$ cat src/rtl/mrd_pkg.sv
package mrd_pkg;

  // ----------------------------------------------------------------
  // widths
  // ----------------------------------------------------------------
  localparam int unsigned WORD_W   = 12;
  localparam int unsigned OPC_W    = 3;
  localparam int unsigned OPC_LSB  = 9;
  localparam int unsigned N_OPC    = 8;
  localparam int unsigned ADDR_W   = 4;

  // ----------------------------------------------------------------
  // timing
  // ----------------------------------------------------------------
  localparam int unsigned CLK_NS      = 40;
  localparam int unsigned CYCLE_NS    = 1600;
  localparam int unsigned CYCLE_CLKS  = CYCLE_NS / CLK_NS;
  localparam int unsigned STATE_CLKS  = CYCLE_CLKS / 4;
  localparam logic [3:0]  STATE_LAST  = 4'(STATE_CLKS - 1);

  // ----------------------------------------------------------------
  // register port map (word index)
  // ----------------------------------------------------------------
  localparam logic [3:0] REG_WORKING   = 4'h0;
  localparam logic [3:0] REG_CARRY     = 4'h1;
  localparam logic [3:0] REG_IPTR      = 4'h2;
  localparam logic [3:0] REG_ADDR      = 4'h3;
  localparam logic [3:0] REG_WBUF      = 4'h4;
  localparam logic [3:0] REG_READ      = 4'h5;
  localparam logic [3:0] REG_OPCODE    = 4'h6;
  localparam logic [3:0] REG_SWITCH    = 4'h7;
  localparam logic [3:0] REG_XFER      = 4'h8;
  localparam logic [3:0] REG_STATUS    = 4'h9;
  localparam logic [3:0] REG_DECODE    = 4'ha;

  // transfer command fields in REG_XFER write data
  localparam int unsigned XF_SRC_LSB = 0;
  localparam int unsigned XF_DST_LSB = 3;
  localparam int unsigned XF_CMP_BIT = 6;
  localparam int unsigned XF_INC_BIT = 7;

  localparam logic [11:0] WORD_ZERO = 12'h000;
  localparam logic [11:0] WORD_ONE  = 12'h001;

  // ----------------------------------------------------------------
  // types
  // ----------------------------------------------------------------
  typedef enum logic [1:0] {
    MRD_TS1 = 2'b00,
    MRD_TS2 = 2'b01,
    MRD_TS3 = 2'b10,
    MRD_TS4 = 2'b11
  } mrd_tstate_e;

  typedef enum logic [2:0] {
    MRD_SRC_WORKING = 3'b000,
    MRD_SRC_IPTR    = 3'b001,
    MRD_SRC_ADDR    = 3'b010,
    MRD_SRC_WBUF    = 3'b011,
    MRD_SRC_READ    = 3'b100,
    MRD_SRC_SWITCH  = 3'b101,
    MRD_SRC_IO      = 3'b110,
    MRD_SRC_NONE    = 3'b111
  } mrd_src_e;

  typedef enum logic [2:0] {
    MRD_DST_WORKING = 3'b000,
    MRD_DST_IPTR    = 3'b001,
    MRD_DST_ADDR    = 3'b010,
    MRD_DST_WBUF    = 3'b011,
    MRD_DST_NONE    = 3'b111
  } mrd_dst_e;

  typedef struct packed {
    logic        complement;
    logic        increment;
    mrd_src_e    src;
    mrd_dst_e    dst;
  } mrd_xfer_s;

  typedef struct packed {
    logic        req;
    logic        write;
    logic [11:0] addr;
    logic [11:0] wdata;
  } mrd_mem_req_s;

endpackage : mrd_pkg

$ cat src/rtl/mrd_datapath.sv
// Implementation choices: the address-and-strobe port and the register addresses.
`timescale 1ns/1ps
`default_nettype none

module mrd_datapath (
  // clock and reset
  input  wire logic                 clock_i,
  input  wire logic                 reset_i,
  // register port
  input  wire logic [3:0]           reg_addr_i,
  input  wire logic [11:0]          reg_wdata_i,
  input  wire logic                 reg_write_i,
  input  wire logic                 reg_read_i,
  output logic      [11:0]          reg_rdata_o,
  // console (pins)
  input  wire logic [11:0]          switch_pins_i,
  input  wire logic                 address_load_key_i,
  input  wire logic                 store_key_i,
  input  wire logic                 inspect_key_i,
  // control
  input  wire logic                 fetch_i,
  input  wire logic                 add_i,
  // peripheral side
  input  wire logic [11:0]          io_data_i,
  input  wire logic                 io_load_i,
  input  wire logic                 break_load_i,
  output logic      [11:0]          periph_word_o,
  // memory side
  output mrd_pkg::mrd_mem_req_s     mem_o,
  input  wire logic                 mem_done_i,
  input  wire logic [11:0]          mem_rdata_i,
  // timing and opcode decode
  output logic      [3:0]           time_state_o,
  output logic                      time_pulse_o,
  output logic      [7:0]           opcode_level_o
);

  // ----------------------------------------------------------------
  // registers
  // ----------------------------------------------------------------
  logic [11:0]                 working_word;
  logic                        carry_extension;
  logic [11:0]                 instruction_pointer;
  logic [11:0]                 memory_address_latch;
  logic [11:0]                 write_buffer_word;
  logic [11:0]                 read_holding_word;
  logic [2:0]                  opcode_holder;
  logic [11:0]                 console_switch_word;
  logic [11:0]                 switch_meta;
  logic [2:0]                  key_meta;
  logic [2:0]                  key_sync;
  logic [2:0]                  key_prev;
  logic [2:0]                  key_rise;
  mrd_pkg::mrd_xfer_s          xfer_pend;
  logic                        xfer_valid;
  mrd_pkg::mrd_tstate_e        tstate;
  logic [3:0]                  sub_count;
  logic                        tpulse;
  logic                        mem_wait;
  logic                        mem_req;
  logic                        mem_write;
  logic                        console_store;
  logic                        console_inspect;
  logic                        advance_addr;

  // ----------------------------------------------------------------
  // pin synchronisers
  // ----------------------------------------------------------------
  always_ff @(posedge clock_i or posedge reset_i) begin
    if (reset_i) begin
      switch_meta         <= mrd_pkg::WORD_ZERO;
      console_switch_word <= mrd_pkg::WORD_ZERO;
      key_meta            <= 3'h0;
      key_sync            <= 3'h0;
      key_prev            <= 3'h0;
    end else begin
      switch_meta         <= switch_pins_i;
      console_switch_word <= switch_meta;
      key_meta            <= {inspect_key_i, store_key_i, address_load_key_i};
      key_sync            <= key_meta;
      key_prev            <= key_sync;
    end
  end

  assign key_rise = key_sync & ~key_prev;

  // ----------------------------------------------------------------
  // time states
  // ----------------------------------------------------------------
  // pulse ends each state
  assign tpulse = (sub_count == mrd_pkg::STATE_LAST) && !mem_wait;

  always_ff @(posedge clock_i or posedge reset_i) begin
    if (reset_i) begin
      sub_count <= 4'h0;
      tstate    <= mrd_pkg::MRD_TS1;
    end else if (tpulse) begin
      sub_count <= 4'h0;
      unique case (tstate)
        mrd_pkg::MRD_TS1: tstate <= mrd_pkg::MRD_TS2;
        mrd_pkg::MRD_TS2: tstate <= mrd_pkg::MRD_TS3;
        mrd_pkg::MRD_TS3: tstate <= mrd_pkg::MRD_TS4;
        mrd_pkg::MRD_TS4: tstate <= mrd_pkg::MRD_TS1;
      endcase
    end else if (sub_count != mrd_pkg::STATE_LAST) begin
      sub_count <= sub_count + 4'h1;
    end
  end

  always_comb begin
    time_state_o = 4'h0;
    time_state_o[tstate] = 1'b1;
  end
  assign time_pulse_o = tpulse;

  // ----------------------------------------------------------------
  // memory handshake
  // ----------------------------------------------------------------
  // request raised at end of ts1, held until completion; ts2 stalls
  always_ff @(posedge clock_i or posedge reset_i) begin
    if (reset_i) begin
      mem_wait        <= 1'b0;
      mem_req         <= 1'b0;
      mem_write       <= 1'b0;
      console_store   <= 1'b0;
      console_inspect <= 1'b0;
    end else begin
      if (key_rise[1]) begin
        console_store <= 1'b1;
      end
      if (key_rise[2]) begin
        console_inspect <= 1'b1;
      end
      if (mem_wait) begin
        if (mem_done_i) begin
          mem_wait        <= 1'b0;
          mem_req         <= 1'b0;
          console_store   <= key_rise[1];
          console_inspect <= key_rise[2];
        end
      end else if (tpulse && tstate == mrd_pkg::MRD_TS1
                   && (fetch_i || console_store || console_inspect)) begin
        mem_wait  <= 1'b1;
        mem_req   <= 1'b1;
        mem_write <= console_store;
      end
    end
  end

  assign advance_addr = mem_wait && mem_done_i && (console_store || console_inspect);

  assign mem_o.req   = mem_req;
  assign mem_o.write = mem_write;
  assign mem_o.addr  = memory_address_latch;
  assign mem_o.wdata = write_buffer_word;

  // ----------------------------------------------------------------
  // read holding word and opcode
  // ----------------------------------------------------------------
  // loaded from memory only
  always_ff @(posedge clock_i or posedge reset_i) begin
    if (reset_i) begin
      read_holding_word <= mrd_pkg::WORD_ZERO;
    end else if (mem_wait && mem_done_i && !mem_write) begin
      read_holding_word <= mem_rdata_i;
    end
  end

  always_ff @(posedge clock_i or posedge reset_i) begin
    if (reset_i) begin
      opcode_holder <= 3'h0;
    end else if (fetch_i && tpulse && tstate == mrd_pkg::MRD_TS3) begin
      opcode_holder <= read_holding_word[mrd_pkg::OPC_LSB +: mrd_pkg::OPC_W];
    end
  end

  generate
    for (genvar g = 0; g < mrd_pkg::N_OPC; g++) begin : g_decode
      assign opcode_level_o[g] = (opcode_holder == 3'(g));
    end
  endgenerate

  // ----------------------------------------------------------------
  // gating network
  // ----------------------------------------------------------------
  logic [11:0] gate_src;
  logic [11:0] gate_bus;
  logic [12:0] gate_sum;
  mrd_pkg::mrd_src_e active_src;
  mrd_pkg::mrd_dst_e active_dst;
  logic active_cmp;
  logic active_inc;
  logic gate_strobe;

  // console transfers take priority over queued software transfers
  always_comb begin
    active_src  = xfer_pend.src;
    active_dst  = xfer_pend.dst;
    active_cmp  = xfer_pend.complement;
    active_inc  = xfer_pend.increment;
    gate_strobe = xfer_valid && tpulse && tstate == mrd_pkg::MRD_TS4;
    if (key_rise[0]) begin
      active_src  = mrd_pkg::MRD_SRC_SWITCH;
      active_dst  = mrd_pkg::MRD_DST_ADDR;
      active_cmp  = 1'b0;
      active_inc  = 1'b0;
      gate_strobe = 1'b1;
    end else if (key_rise[1]) begin
      active_src  = mrd_pkg::MRD_SRC_SWITCH;
      active_dst  = mrd_pkg::MRD_DST_WBUF;
      active_cmp  = 1'b0;
      active_inc  = 1'b0;
      gate_strobe = 1'b1;
    end else if (advance_addr) begin
      active_src  = mrd_pkg::MRD_SRC_ADDR;
      active_dst  = mrd_pkg::MRD_DST_ADDR;
      active_cmp  = 1'b0;
      active_inc  = 1'b1;
      gate_strobe = 1'b1;
    end else if (break_load_i) begin
      active_src  = mrd_pkg::MRD_SRC_IO;
      active_dst  = mrd_pkg::MRD_DST_WBUF;
      active_cmp  = 1'b0;
      active_inc  = 1'b0;
      gate_strobe = 1'b1;
    end else if (io_load_i) begin
      active_src  = mrd_pkg::MRD_SRC_IO;
      active_dst  = mrd_pkg::MRD_DST_WORKING;
      active_cmp  = 1'b0;
      active_inc  = 1'b0;
      gate_strobe = 1'b1;
    end
  end

  always_comb begin
    unique case (active_src)
      mrd_pkg::MRD_SRC_WORKING: gate_src = working_word;
      mrd_pkg::MRD_SRC_IPTR:    gate_src = instruction_pointer;
      mrd_pkg::MRD_SRC_ADDR:    gate_src = memory_address_latch;
      mrd_pkg::MRD_SRC_WBUF:    gate_src = write_buffer_word;
      mrd_pkg::MRD_SRC_READ:    gate_src = read_holding_word;
      mrd_pkg::MRD_SRC_SWITCH:  gate_src = console_switch_word;
      mrd_pkg::MRD_SRC_IO:      gate_src = io_data_i;
      mrd_pkg::MRD_SRC_NONE:    gate_src = mrd_pkg::WORD_ZERO;
    endcase
  end

  // one gate per bit onto common bus
  generate
    for (genvar b = 0; b < mrd_pkg::WORD_W; b++) begin : g_gate
      assign gate_bus[b] = gate_src[b] ^ active_cmp;
    end
  endgenerate

  // carry out complements the extension when adding
  assign gate_sum = add_i ? ({1'b0, gate_bus} + {1'b0, working_word}
                             + {12'h000, active_inc})
                          : ({1'b0, gate_bus} + {12'h000, active_inc});

  // ----------------------------------------------------------------
  // destination registers
  // ----------------------------------------------------------------
  always_ff @(posedge clock_i or posedge reset_i) begin
    if (reset_i) begin
      working_word    <= mrd_pkg::WORD_ZERO;
      carry_extension <= 1'b0;
    end else if (reg_write_i && reg_addr_i == mrd_pkg::REG_WORKING) begin
      working_word <= reg_wdata_i;
    end else if (reg_write_i && reg_addr_i == mrd_pkg::REG_CARRY) begin
      carry_extension <= reg_wdata_i[0];
    end else if (gate_strobe && active_dst == mrd_pkg::MRD_DST_WORKING) begin
      working_word <= gate_sum[11:0];
      if (add_i) begin
        carry_extension <= carry_extension ^ gate_sum[12];
      end
    end
  end

  always_ff @(posedge clock_i or posedge reset_i) begin
    if (reset_i) begin
      instruction_pointer <= mrd_pkg::WORD_ZERO;
    end else if (reg_write_i && reg_addr_i == mrd_pkg::REG_IPTR) begin
      instruction_pointer <= reg_wdata_i;
    end else if (gate_strobe && active_dst == mrd_pkg::MRD_DST_IPTR) begin
      instruction_pointer <= gate_sum[11:0];
    end
  end

  always_ff @(posedge clock_i or posedge reset_i) begin
    if (reset_i) begin
      memory_address_latch <= mrd_pkg::WORD_ZERO;
    end else if (reg_write_i && reg_addr_i == mrd_pkg::REG_ADDR) begin
      memory_address_latch <= reg_wdata_i;
    end else if (gate_strobe && active_dst == mrd_pkg::MRD_DST_ADDR) begin
      memory_address_latch <= gate_sum[11:0];
    end
  end

  always_ff @(posedge clock_i or posedge reset_i) begin
    if (reset_i) begin
      write_buffer_word <= mrd_pkg::WORD_ZERO;
    end else if (reg_write_i && reg_addr_i == mrd_pkg::REG_WBUF) begin
      write_buffer_word <= reg_wdata_i;
    end else if (gate_strobe && active_dst == mrd_pkg::MRD_DST_WBUF) begin
      write_buffer_word <= gate_sum[11:0];
    end
  end

  assign periph_word_o = write_buffer_word;

  // ----------------------------------------------------------------
  // queued software transfer
  // ----------------------------------------------------------------
  always_ff @(posedge clock_i or posedge reset_i) begin
    if (reset_i) begin
      xfer_valid <= 1'b0;
      xfer_pend  <= '{1'b0, 1'b0, mrd_pkg::MRD_SRC_NONE, mrd_pkg::MRD_DST_NONE};
    end else if (reg_write_i && reg_addr_i == mrd_pkg::REG_XFER) begin
      xfer_valid           <= 1'b1;
      xfer_pend.src        <= mrd_pkg::mrd_src_e'(reg_wdata_i[mrd_pkg::XF_SRC_LSB +: 3]);
      xfer_pend.dst        <= mrd_pkg::mrd_dst_e'(reg_wdata_i[mrd_pkg::XF_DST_LSB +: 3]);
      xfer_pend.complement <= reg_wdata_i[mrd_pkg::XF_CMP_BIT];
      xfer_pend.increment  <= reg_wdata_i[mrd_pkg::XF_INC_BIT];
    end else if (xfer_valid && tpulse && tstate == mrd_pkg::MRD_TS4) begin
      // overridden by console in that cycle: transfer dropped
      xfer_valid <= 1'b0;
    end
  end

  // ----------------------------------------------------------------
  // read port
  // ----------------------------------------------------------------
  always_ff @(posedge clock_i or posedge reset_i) begin
    if (reset_i) begin
      reg_rdata_o <= mrd_pkg::WORD_ZERO;
    end else if (reg_read_i) begin
      unique case (reg_addr_i)
        mrd_pkg::REG_WORKING: reg_rdata_o <= working_word;
        mrd_pkg::REG_CARRY:   reg_rdata_o <= {11'h000, carry_extension};
        mrd_pkg::REG_IPTR:    reg_rdata_o <= instruction_pointer;
        mrd_pkg::REG_ADDR:    reg_rdata_o <= memory_address_latch;
        mrd_pkg::REG_WBUF:    reg_rdata_o <= write_buffer_word;
        mrd_pkg::REG_READ:    reg_rdata_o <= read_holding_word;
        mrd_pkg::REG_OPCODE:  reg_rdata_o <= {9'h000, opcode_holder};
        mrd_pkg::REG_SWITCH:  reg_rdata_o <= console_switch_word;
        mrd_pkg::REG_STATUS:  reg_rdata_o <= {7'h00, xfer_valid, mem_wait, tstate, tpulse};
        mrd_pkg::REG_DECODE:  reg_rdata_o <= {4'h0, opcode_level_o};
        default:              reg_rdata_o <= mrd_pkg::WORD_ZERO;
      endcase
    end else begin
      reg_rdata_o <= mrd_pkg::WORD_ZERO;
    end
  end

endmodule : mrd_datapath

`default_nettype wire

$ cat config.mk
export PLATFORM = sky130hd
export DESIGN_NAME = mrd_datapath
export DESIGN_NICKNAME = d
export VERILOG_FILES = /design/src/rtl/mrd_pkg.sv /design/src/rtl/mrd_datapath.sv
export SDC_FILE = /design/constraint.sdc
export NUM_CORES = 1
export LEC_CHECK = 0
export CORE_MARGIN = 4
export CORE_UTILIZATION = 50
export DETAILED_ROUTE_END_ITERATION = 10
export DONT_BUFFER_PORTS = 1
export HOLD_SLACK_MARGIN = 0.12
export PLACE_DENSITY_LB_ADDON = 0.3
export SLEW_MARGIN = 20
export SYNTH_ARGS = -nofsm -noshare
export SYNTH_HDL_FRONTEND = slang
export SYNTH_SLANG_ARGS = --single-unit
$ cat constraint.sdc
create_clock -name clock_i -period 4.1 [get_ports clock_i]
set_input_delay 0.615 -clock clock_i [delete_from_list [all_inputs] [get_ports clock_i]]
set_output_delay 0.615 -clock clock_i [all_outputs]
set_load 0.05 [all_outputs]
; ---- Yosys cells after proc, flatten, opt, wreduce, memory -nomap -nowiden
; Cells that the tools add are included.
[op_classes]
bitwise = 17
n_eq_ne = 34
add_sub_neg = 4
muxes = 60
order_cmp = 2
n_reduce_logical = 44
[op_table]
columns = cell, count
row1 = 12-bit two-way mux, 10
row2 = 12-bit case mux with 10 select lines, 1
row3 = 12-bit case mux with 8 select lines, 1
row4 = 1-bit two-way mux, 33
row5 = 3-bit two-way mux, 10
row6 = "3-bit == test, second input constant", 8
row7 = 1-bit logical AND, 21
row8 = "3-bit by 2-bit == test with 1-bit output, second input constant", 6
row9 = 2-bit nonzero test, 9
row10 = "4-bit by 3-bit == test with 1-bit output, second input constant", 4
row11 = "4-bit == test, second input constant", 4
row12 = 12-bit by 1-bit adder with 13-bit output, 1
row13 = 12-bit by 12-bit adder with 13-bit output, 1
row14 = 13-bit by 1-bit adder with 13-bit output, 1
row15 = 13-bit two-way mux, 1
row16 = 1-bit bitwise XOR, 13
row17 = "3-bit by 1-bit == test with 1-bit output, second input constant", 3
row18 = 3-bit zero test, 3
row19 = "4-bit by 2-bit == test with 1-bit output, second input constant", 2
row20 = 4-bit two-way mux, 2
row21 = 2-bit case mux with 4 select lines, 1
row22 = 2-bit AND reduction, 3
row23 = "4-bit by 1-bit adder with 4-bit output, second input constant", 1
row24 = "2-bit == test, second input constant", 2
row25 = 15 further kinds, 20
[word_totals]
in_bits = 64
wordCells = 186
regBits = 129

; ---- Longest topological paths before layout
[logic_depth]
word_depth = 15
mapped_depth = 23
depth_no_buf = 22

; ---- Worst setup path after synthesis
; OpenSTA, ideal clock, no wires.
[synth_timing]
path_kind = reg2reg
from = reg key_sync[1]
to = reg carry_extension
slack_ps = -395
period_less_slack_ps = 4495
path_stages_with_launch = 24
arrival_ps = 4417
path_buffers = 2
setup_ps = 77
cell_sequence = dfrtp_1 -> and2b_1 -> nor2_1 -> clkbuf_1 -> buf_2 -> nand2_1 -> a222oi_1 -> a21o_1 -> o21ai_0 -> xnor2_1 -> inv_1 -> fa_1 -> inv_1 -> fa_1 -> a21o_1 -> a21oi_1 -> o21bai_1 -> a21oi_1 -> o21ai_0 -> a31o_2 -> a211oi_1 -> nor4_1 -> xnor2_1 -> a21oi_1
[synth_between]
elab_chain_cells = 13
word_cells_on_any_way = 44
[synth_rtl]
columns = item, line_no
row1 = "start, declared", mrd_datapath.sv:51  ; logic [2:0] key_sync;
row2 = "start signal, assigned", mrd_datapath.sv:80  ; key_sync <= key_meta;
row3 = 3-bit bitwise AND (*), mrd_datapath.sv:85  ; assign key_rise = key_sync & ~key_prev;
row4 = 3-bit two-way mux, mrd_datapath.sv:208  ; end else if (key_rise[1]) begin
row5 = 3-bit two-way mux, mrd_datapath.sv:202  ; if (key_rise[0]) begin
row6 = "3-bit == test, or another cell as far along", mrd_datapath.sv:236  ; unique case (active_src)
row7 = 12-bit case mux with 8 select lines, mrd_datapath.sv:236
row8 = 1-bit bitwise XOR, mrd_datapath.sv:251  ; assign gate_bus[b] = gate_src[b] ^ active_cmp;
row9 = 12-bit by 12-bit adder with 13-bit output, mrd_datapath.sv:256  ; assign gate_sum = add_i ? ({1'b0, gate_bus} + {1'b0, working_word}
row10 = 13-bit by 1-bit adder with 13-bit output, mrd_datapath.sv:257  ; + {12'h000, active_inc})
row11 = 13-bit two-way mux, mrd_datapath.sv:256
row12 = 1-bit bitwise XOR, mrd_datapath.sv:274  ; carry_extension <= carry_extension ^ gate_sum[12];
row13 = 1-bit two-way mux, mrd_datapath.sv:273  ; if (add_i) begin
row14 = 1-bit two-way mux, mrd_datapath.sv:271  ; end else if (gate_strobe && active_dst == mrd_pkg::MRD_DST_WORKING) begin
row15 = 1-bit two-way mux, mrd_datapath.sv:269  ; end else if (reg_write_i && reg_addr_i == mrd_pkg::REG_CARRY) begin
row16 = "end signal, assigned", mrd_datapath.sv:270  ; carry_extension <= reg_wdata_i[0];
row17 = "end signal, assigned", mrd_datapath.sv:274
row18 = "end, declared", mrd_datapath.sv:42  ; logic carry_extension;
; Mark *: on every way between the ends. The rest lies on a longest branch, timed or not. The select of a mux whose other input is x is not followed.
; A chain may end at the register's enable or synchronous reset.

; ---- Worst setup path after layout
[layout_timing]
from = reg console_store
to = reg write_buffer_word[8] (netlist: periph_word_o[8])
[layout_between]
elab_chain_cells = 13
word_cells_on_any_way = 44
[layout_rtl]
columns = item, line_no
row1 = "start, declared", mrd_datapath.sv:62  ; logic console_store;
row2 = "start signal, assigned", mrd_datapath.sv:138  ; console_store <= key_rise[1];
row3 = 1-bit logical OR (*), mrd_datapath.sv:150  ; assign advance_addr = mem_wait && mem_done_i && (console_store || console_inspect);
row4 = 1-bit logical AND (*), mrd_datapath.sv:150
row5 = 3-bit two-way mux, mrd_datapath.sv:214  ; end else if (advance_addr) begin
row6 = 3-bit two-way mux, mrd_datapath.sv:208
row7 = 3-bit two-way mux, mrd_datapath.sv:202
row8 = "3-bit == test, or another cell as far along", mrd_datapath.sv:236
row9 = 12-bit case mux with 8 select lines, mrd_datapath.sv:236
row10 = 1-bit bitwise XOR, mrd_datapath.sv:251
row11 = 12-bit by 12-bit adder with 13-bit output, mrd_datapath.sv:256
row12 = 13-bit by 1-bit adder with 13-bit output, mrd_datapath.sv:257
row13 = 13-bit two-way mux, mrd_datapath.sv:256
row14 = 12-bit two-way mux, mrd_datapath.sv:304  ; end else if (gate_strobe && active_dst == mrd_pkg::MRD_DST_WBUF) begin
row15 = 12-bit two-way mux, mrd_datapath.sv:302  ; end else if (reg_write_i && reg_addr_i == mrd_pkg::REG_WBUF) begin
row16 = "end signal, assigned", mrd_datapath.sv:301  ; write_buffer_word <= mrd_pkg::WORD_ZERO;
row17 = "end signal, assigned", mrd_datapath.sv:303  ; write_buffer_word <= reg_wdata_i;
row18 = "end signal, assigned", mrd_datapath.sv:305  ; write_buffer_word <= gate_sum[11:0];
row19 = "end, declared", mrd_datapath.sv:45  ; logic [11:0] write_buffer_word;
; Marked as above.

==> results.txt <==
----------------------------------------------------
[Detailed routing]
  Via Count ... between 7000 and 8000
  Violation count after the first detailed-route iteration ... 1257
  Average wire per cell in the routed design ... roughly 29 um
  Total routed wirelength ... 33640 um
  Number of nets with antenna violations after routing ... 0
  Drt first pass iters ... 8
  Drc violations ... 0
  Vias per Instance ... roughly 6.7

[Die]
  Initial core utilization ... 51.09%
  Std-Cell Rows ... 45
  Area of the core ... 15260 um^2
  Die extent in y ... 132.9 um
  Floorplan die width ... 132.9 um
  Number of ports placed on the die boundary ... 127
  Floorplan die area ... around 18000 um^2

[CTS]
  Bufs on Longest Clock Path ... 2
  Number of buffers created by CTS ... 17
  Number of clock sinks seen by CTS ... 129
  Clock insertion delay at the later pin of the skew report ... 430 ps
  CTS root buffer ... clkbuf_16
  Clock-pin slew on the worst setup and hold paths ... 60 ps
  CTS tree ... built
  Clock H-tree levels ... 4

[Placement]
  Cell Count Post-Placement ... approximately 1100
  Placed wire-length estimate ... roughly 26000 um
  GPL Wtd Cong ... around 1.1
  Port-buffer cells ... 0
  DP Area ... 8812 um^2

[STA]
  Transition time at the pin with the least slew margin ... 925.0 ps
  Setup slack after layout ... -43.98 ps
  Hold violation count in the final report ... 0
  Final Cycle Share ... 101.1%
  Number of setup violations in the final report ... 4
  Slew margin rel. ... 38.21%
  Period minus WS final ... 4144 ps
  Setup TNS ... -144.7 ps
  RSZ-0062 raised after global routing ... yes
  Max-slew violation total from the final report ... 0
  Fmax ... 241.3 MHz
  Final worst clock skew ... between 10 and 15 ps

[Yosys]
  Cell count after synthesis ... 830
  Synthesized area divided by synthesized cell count ... 9.392 um^2
  Yosys Warn Count ... 0
  Number of enable flip-flop cells after synthesis ... 0
  Sequential cell area fraction in the yosys report ... 41.51%
  Post-synth ARST share ... between 90% and 100%
  Synthesis-stage register bit count ... around 130
  Number of library cell types mapped by synthesis ... 83
  Net count after synthesis ... 915
  Post-synthesis instance area ... 7795 um^2
  Ys flop type ... dfrtp_1

[Cells and area]
  Final std cell area, no fill ... 9844 um^2
  Net count reported at finish ... 1029
  Non-filler instance count after layout ... about 1200
  Number of filler instances in the final layout ... 1253
  Area growth from synthesis to final layout ... 26.29%
  Proportion of layout cells with a drive suffix above 1 ... 29.78%

[Power and ir drop]
  Largest vdd supply drop ... 472.5 uV
  Pwr Density ... about 740 nW/um^2
  Static leakage ... 4.398 nW

[Critical path]
  Worst-case reg-to-reg path depth ... 23
  Worst R2R Setup Slack ... -40 ps
  Launching instance or port of the critical path ... console_store
  Arrival time of data at the critical path endpoint ... 4450 ps
  Type of element launching the critical path ... register
  Category of the most critical setup path ... register to register
  CP endpoint ... periph_word_o[8]
  Maximum fanout encountered on the critical timing path ... 8
  Endpoint class of the critical path ... register
  Origin of the critical flop-to-flop path ... console_store
  Data required time of the critical path ... 4410 ps
  Capture point of the worst reg-to-reg path ... periph_word_o[8]

[Global routing]
  Final global-route overflow total ... 0
  Initial antenna violation count ... 1
  Vias in the first global route ... 7523
  Wire length of the first global-routing pass ... 49600 um
  Largest net degree at the start of global routing ... 60
  Aggregate global-route resource usage ... between 30% and 40%

[Outcome]
  Failing checks ... negative setup slack
  Status ... finished with violations

[Job]
  Max-cap violation count ... 0

[Min path]
  Tightest Hold Check Type ... input port to register

----------------------------------------------------
## synth_stat cells, types with 3 or more instances
cell type	count	area [um^2]
a211oi_1	5	37.54
a21boi_0	7	52.55
a21o_1	8	60.06
a21oi_1	39	195.2
a221o_1	3	30.03
a221oi_1	7	61.31
a222oi_1	7	70.07
a22o_1	14	122.6
a22oi_1	23	172.7
a31o_2	4	35.03
a31oi_1	30	187.7
and2_1	13	81.33
and3_1	18	112.6
and4_1	3	26.28
buf_2	4	20.02
buf_4	15	112.6
buf_6	5	56.30
clkbuf_1	28	105.1
dfrtp_1	123	3078
dfstp_2	6	157.7
ha_1	19	237.7
inv_1	25	93.84
mux2_2	25	281.5
mux2i_1	18	180.2
nand2_1	81	304.0
nand2b_1	12	75.07
nand3_1	27	135.1
nand4_1	6	37.54
nor2_1	46	172.7
nor2b_1	12	75.07
nor3_1	10	50.05
nor4_1	5	31.28
o211ai_1	8	60.06
o21ai_0	67	335.3
o21ai_1	4	20.02
o22ai_1	5	31.28
o31ai_1	5	37.54
o32ai_1	3	26.28
or2_2	4	25.02
or3_1	11	68.82
xnor2_1	16	140.1
xor2_1	6	52.55
## state kept, by name (all words and copies together) (netlist names), 4 cells and up
register,flops
console_switch_word,12
sub_count,4
switch_meta,12
read_holding_word,12
working_word,12
xfer_pend,8
memory_address_latch,12
periph_word_o,12
instruction_pointer,12
reg_rdata_o,12
## critical path: stages, from the launching register on
cell and delay (ps):
dfrtp_1 420, o211a_4 290, buf_4 130, o211ai_1 170
buf_4 170, buf_6 150, a211oi_2 40, a21o_1 180
o21ai_2 80, xnor2_1 120, inv_1 90, fa_2 230
inv_2 40, fa_2 340, a21o_1 190, a21oi_2 140
o21bai_1 90, a21oi_2 220, o21ai_2 90, buf_4 150
xor2_1 130, nor2_1 120, a21oi_2 80, a221o_1 340
## worst min path at each step
stage	from	to	slack [ps]	depth (start not counted)
after global placement	switch_meta[3]	console_switch_word[3]	330	0
after floorplan	switch_meta[0]	console_switch_word[0]	330	0
final	inspect_key_i	key_meta[2]	210	0
after CTS	address_load_key_i	key_meta[0]	200	0
after global routing	address_load_key_i	key_meta[0]	190	0
after detailed placement	switch_meta[3]	console_switch_word[3]	330	0
## cells in the final DEF, fill, tap and decap left out, drive strengths merged, types with 7 or more instances in the layout
master,instances
a221oi,7
a22o,14
and3,19
o211ai,9
clkbuf,22
o21ai,71
mux2i,18
buf,149
a222oi,7
nor3,11
a31oi,31
or3,13
xnor2,16
a21oi,39
mux2,25
nor2,47
and2,14
nor4,7
inv,25
a21boi,8
nor2b,12
nand2,83
dfrtp,123
nand2b,12
a21o,8
a22oi,23
nand3,28
ha,19
## logic make-up after synthesis
kind of cell | Yosys count | share of synthesized area [%]
AND/OR/NAND/NOR | 269 | 17.83
AO/OA/AOI/OAI | 266 | 23.40
XOR/XNOR | 22 | 2.472
multiplexers | 43 | 5.923
buffers and inverters | 80 | 5.297
flip-flops | 129 | 41.51
adder cells (fa/ha/maj) | 21 | 3.563
## metrics by stage
stage,utilization (%),hold WS (ps),setup slack (ps),power [mW]
after floorplan,-,331.2,-27.24,4.059
after global placement,57.75,331.8,-248.5,5.164
after detailed placement,57.75,334.7,-321.6,5.233
after CTS,62.99,201.7,8.961,6.978
after global routing,64.50,194.2,-175.9,7.506
final,64.52,212.5,-43.98,7.243
## cell type report
class | instances | area, um^2 | share of cell area, %
Multi-Input combinational cell | 621 | 4439 | 45.09
Sequential cell | 129 | 3236 | 32.87
Timing Repair Buffer | 150 | 1156 | 11.74
Clock buffer | 22 | 464.2 | 4.715
Tap cell | 211 | 264.0 | 2.682
Clock inverter | 10 | 183.9 | 1.868
Inverter | 25 | 98.84 | 1.004
Antenna cell | 1 | 2.502 | 0.02542
## per-layer routing
layer | routed length, um | vias up | global-route usage [%]
met4 | 1321 | 2 | 14.55
li1 | - | 3290 | -
met3 | 4444 | 97 | 12.24
met1 | 13010 | 3829 | 51.00
met2 | 14860 | 628 | 56.66
met5 | 7 | - | 0
## what timing repair did
action                     in CTS  in global routing
buffers inserted                7                  8
hold endpoints to repair       48                  0
setup endpoints to repair      23                 27
hold buffers                    1                  0
gates resized for setup        17                 39
pin swaps                      13                 23
## report_power, final
| part | leakage [nW] | total [mW] | switching, mW | internal (mW) |
|---|---|---|---|---|
| clock | 0.310 | 1.67 | 0.566 | 1.11 |
| combinational | 2.52 | 3.37 | 2.14 | 1.22 |
| sequential | 1.57 | 2.20 | 0.600 | 1.60 |
| total | 4.40 | 7.24 | 3.31 | 3.93 |
No activity file was read; power rests on OpenSTA's default activity.
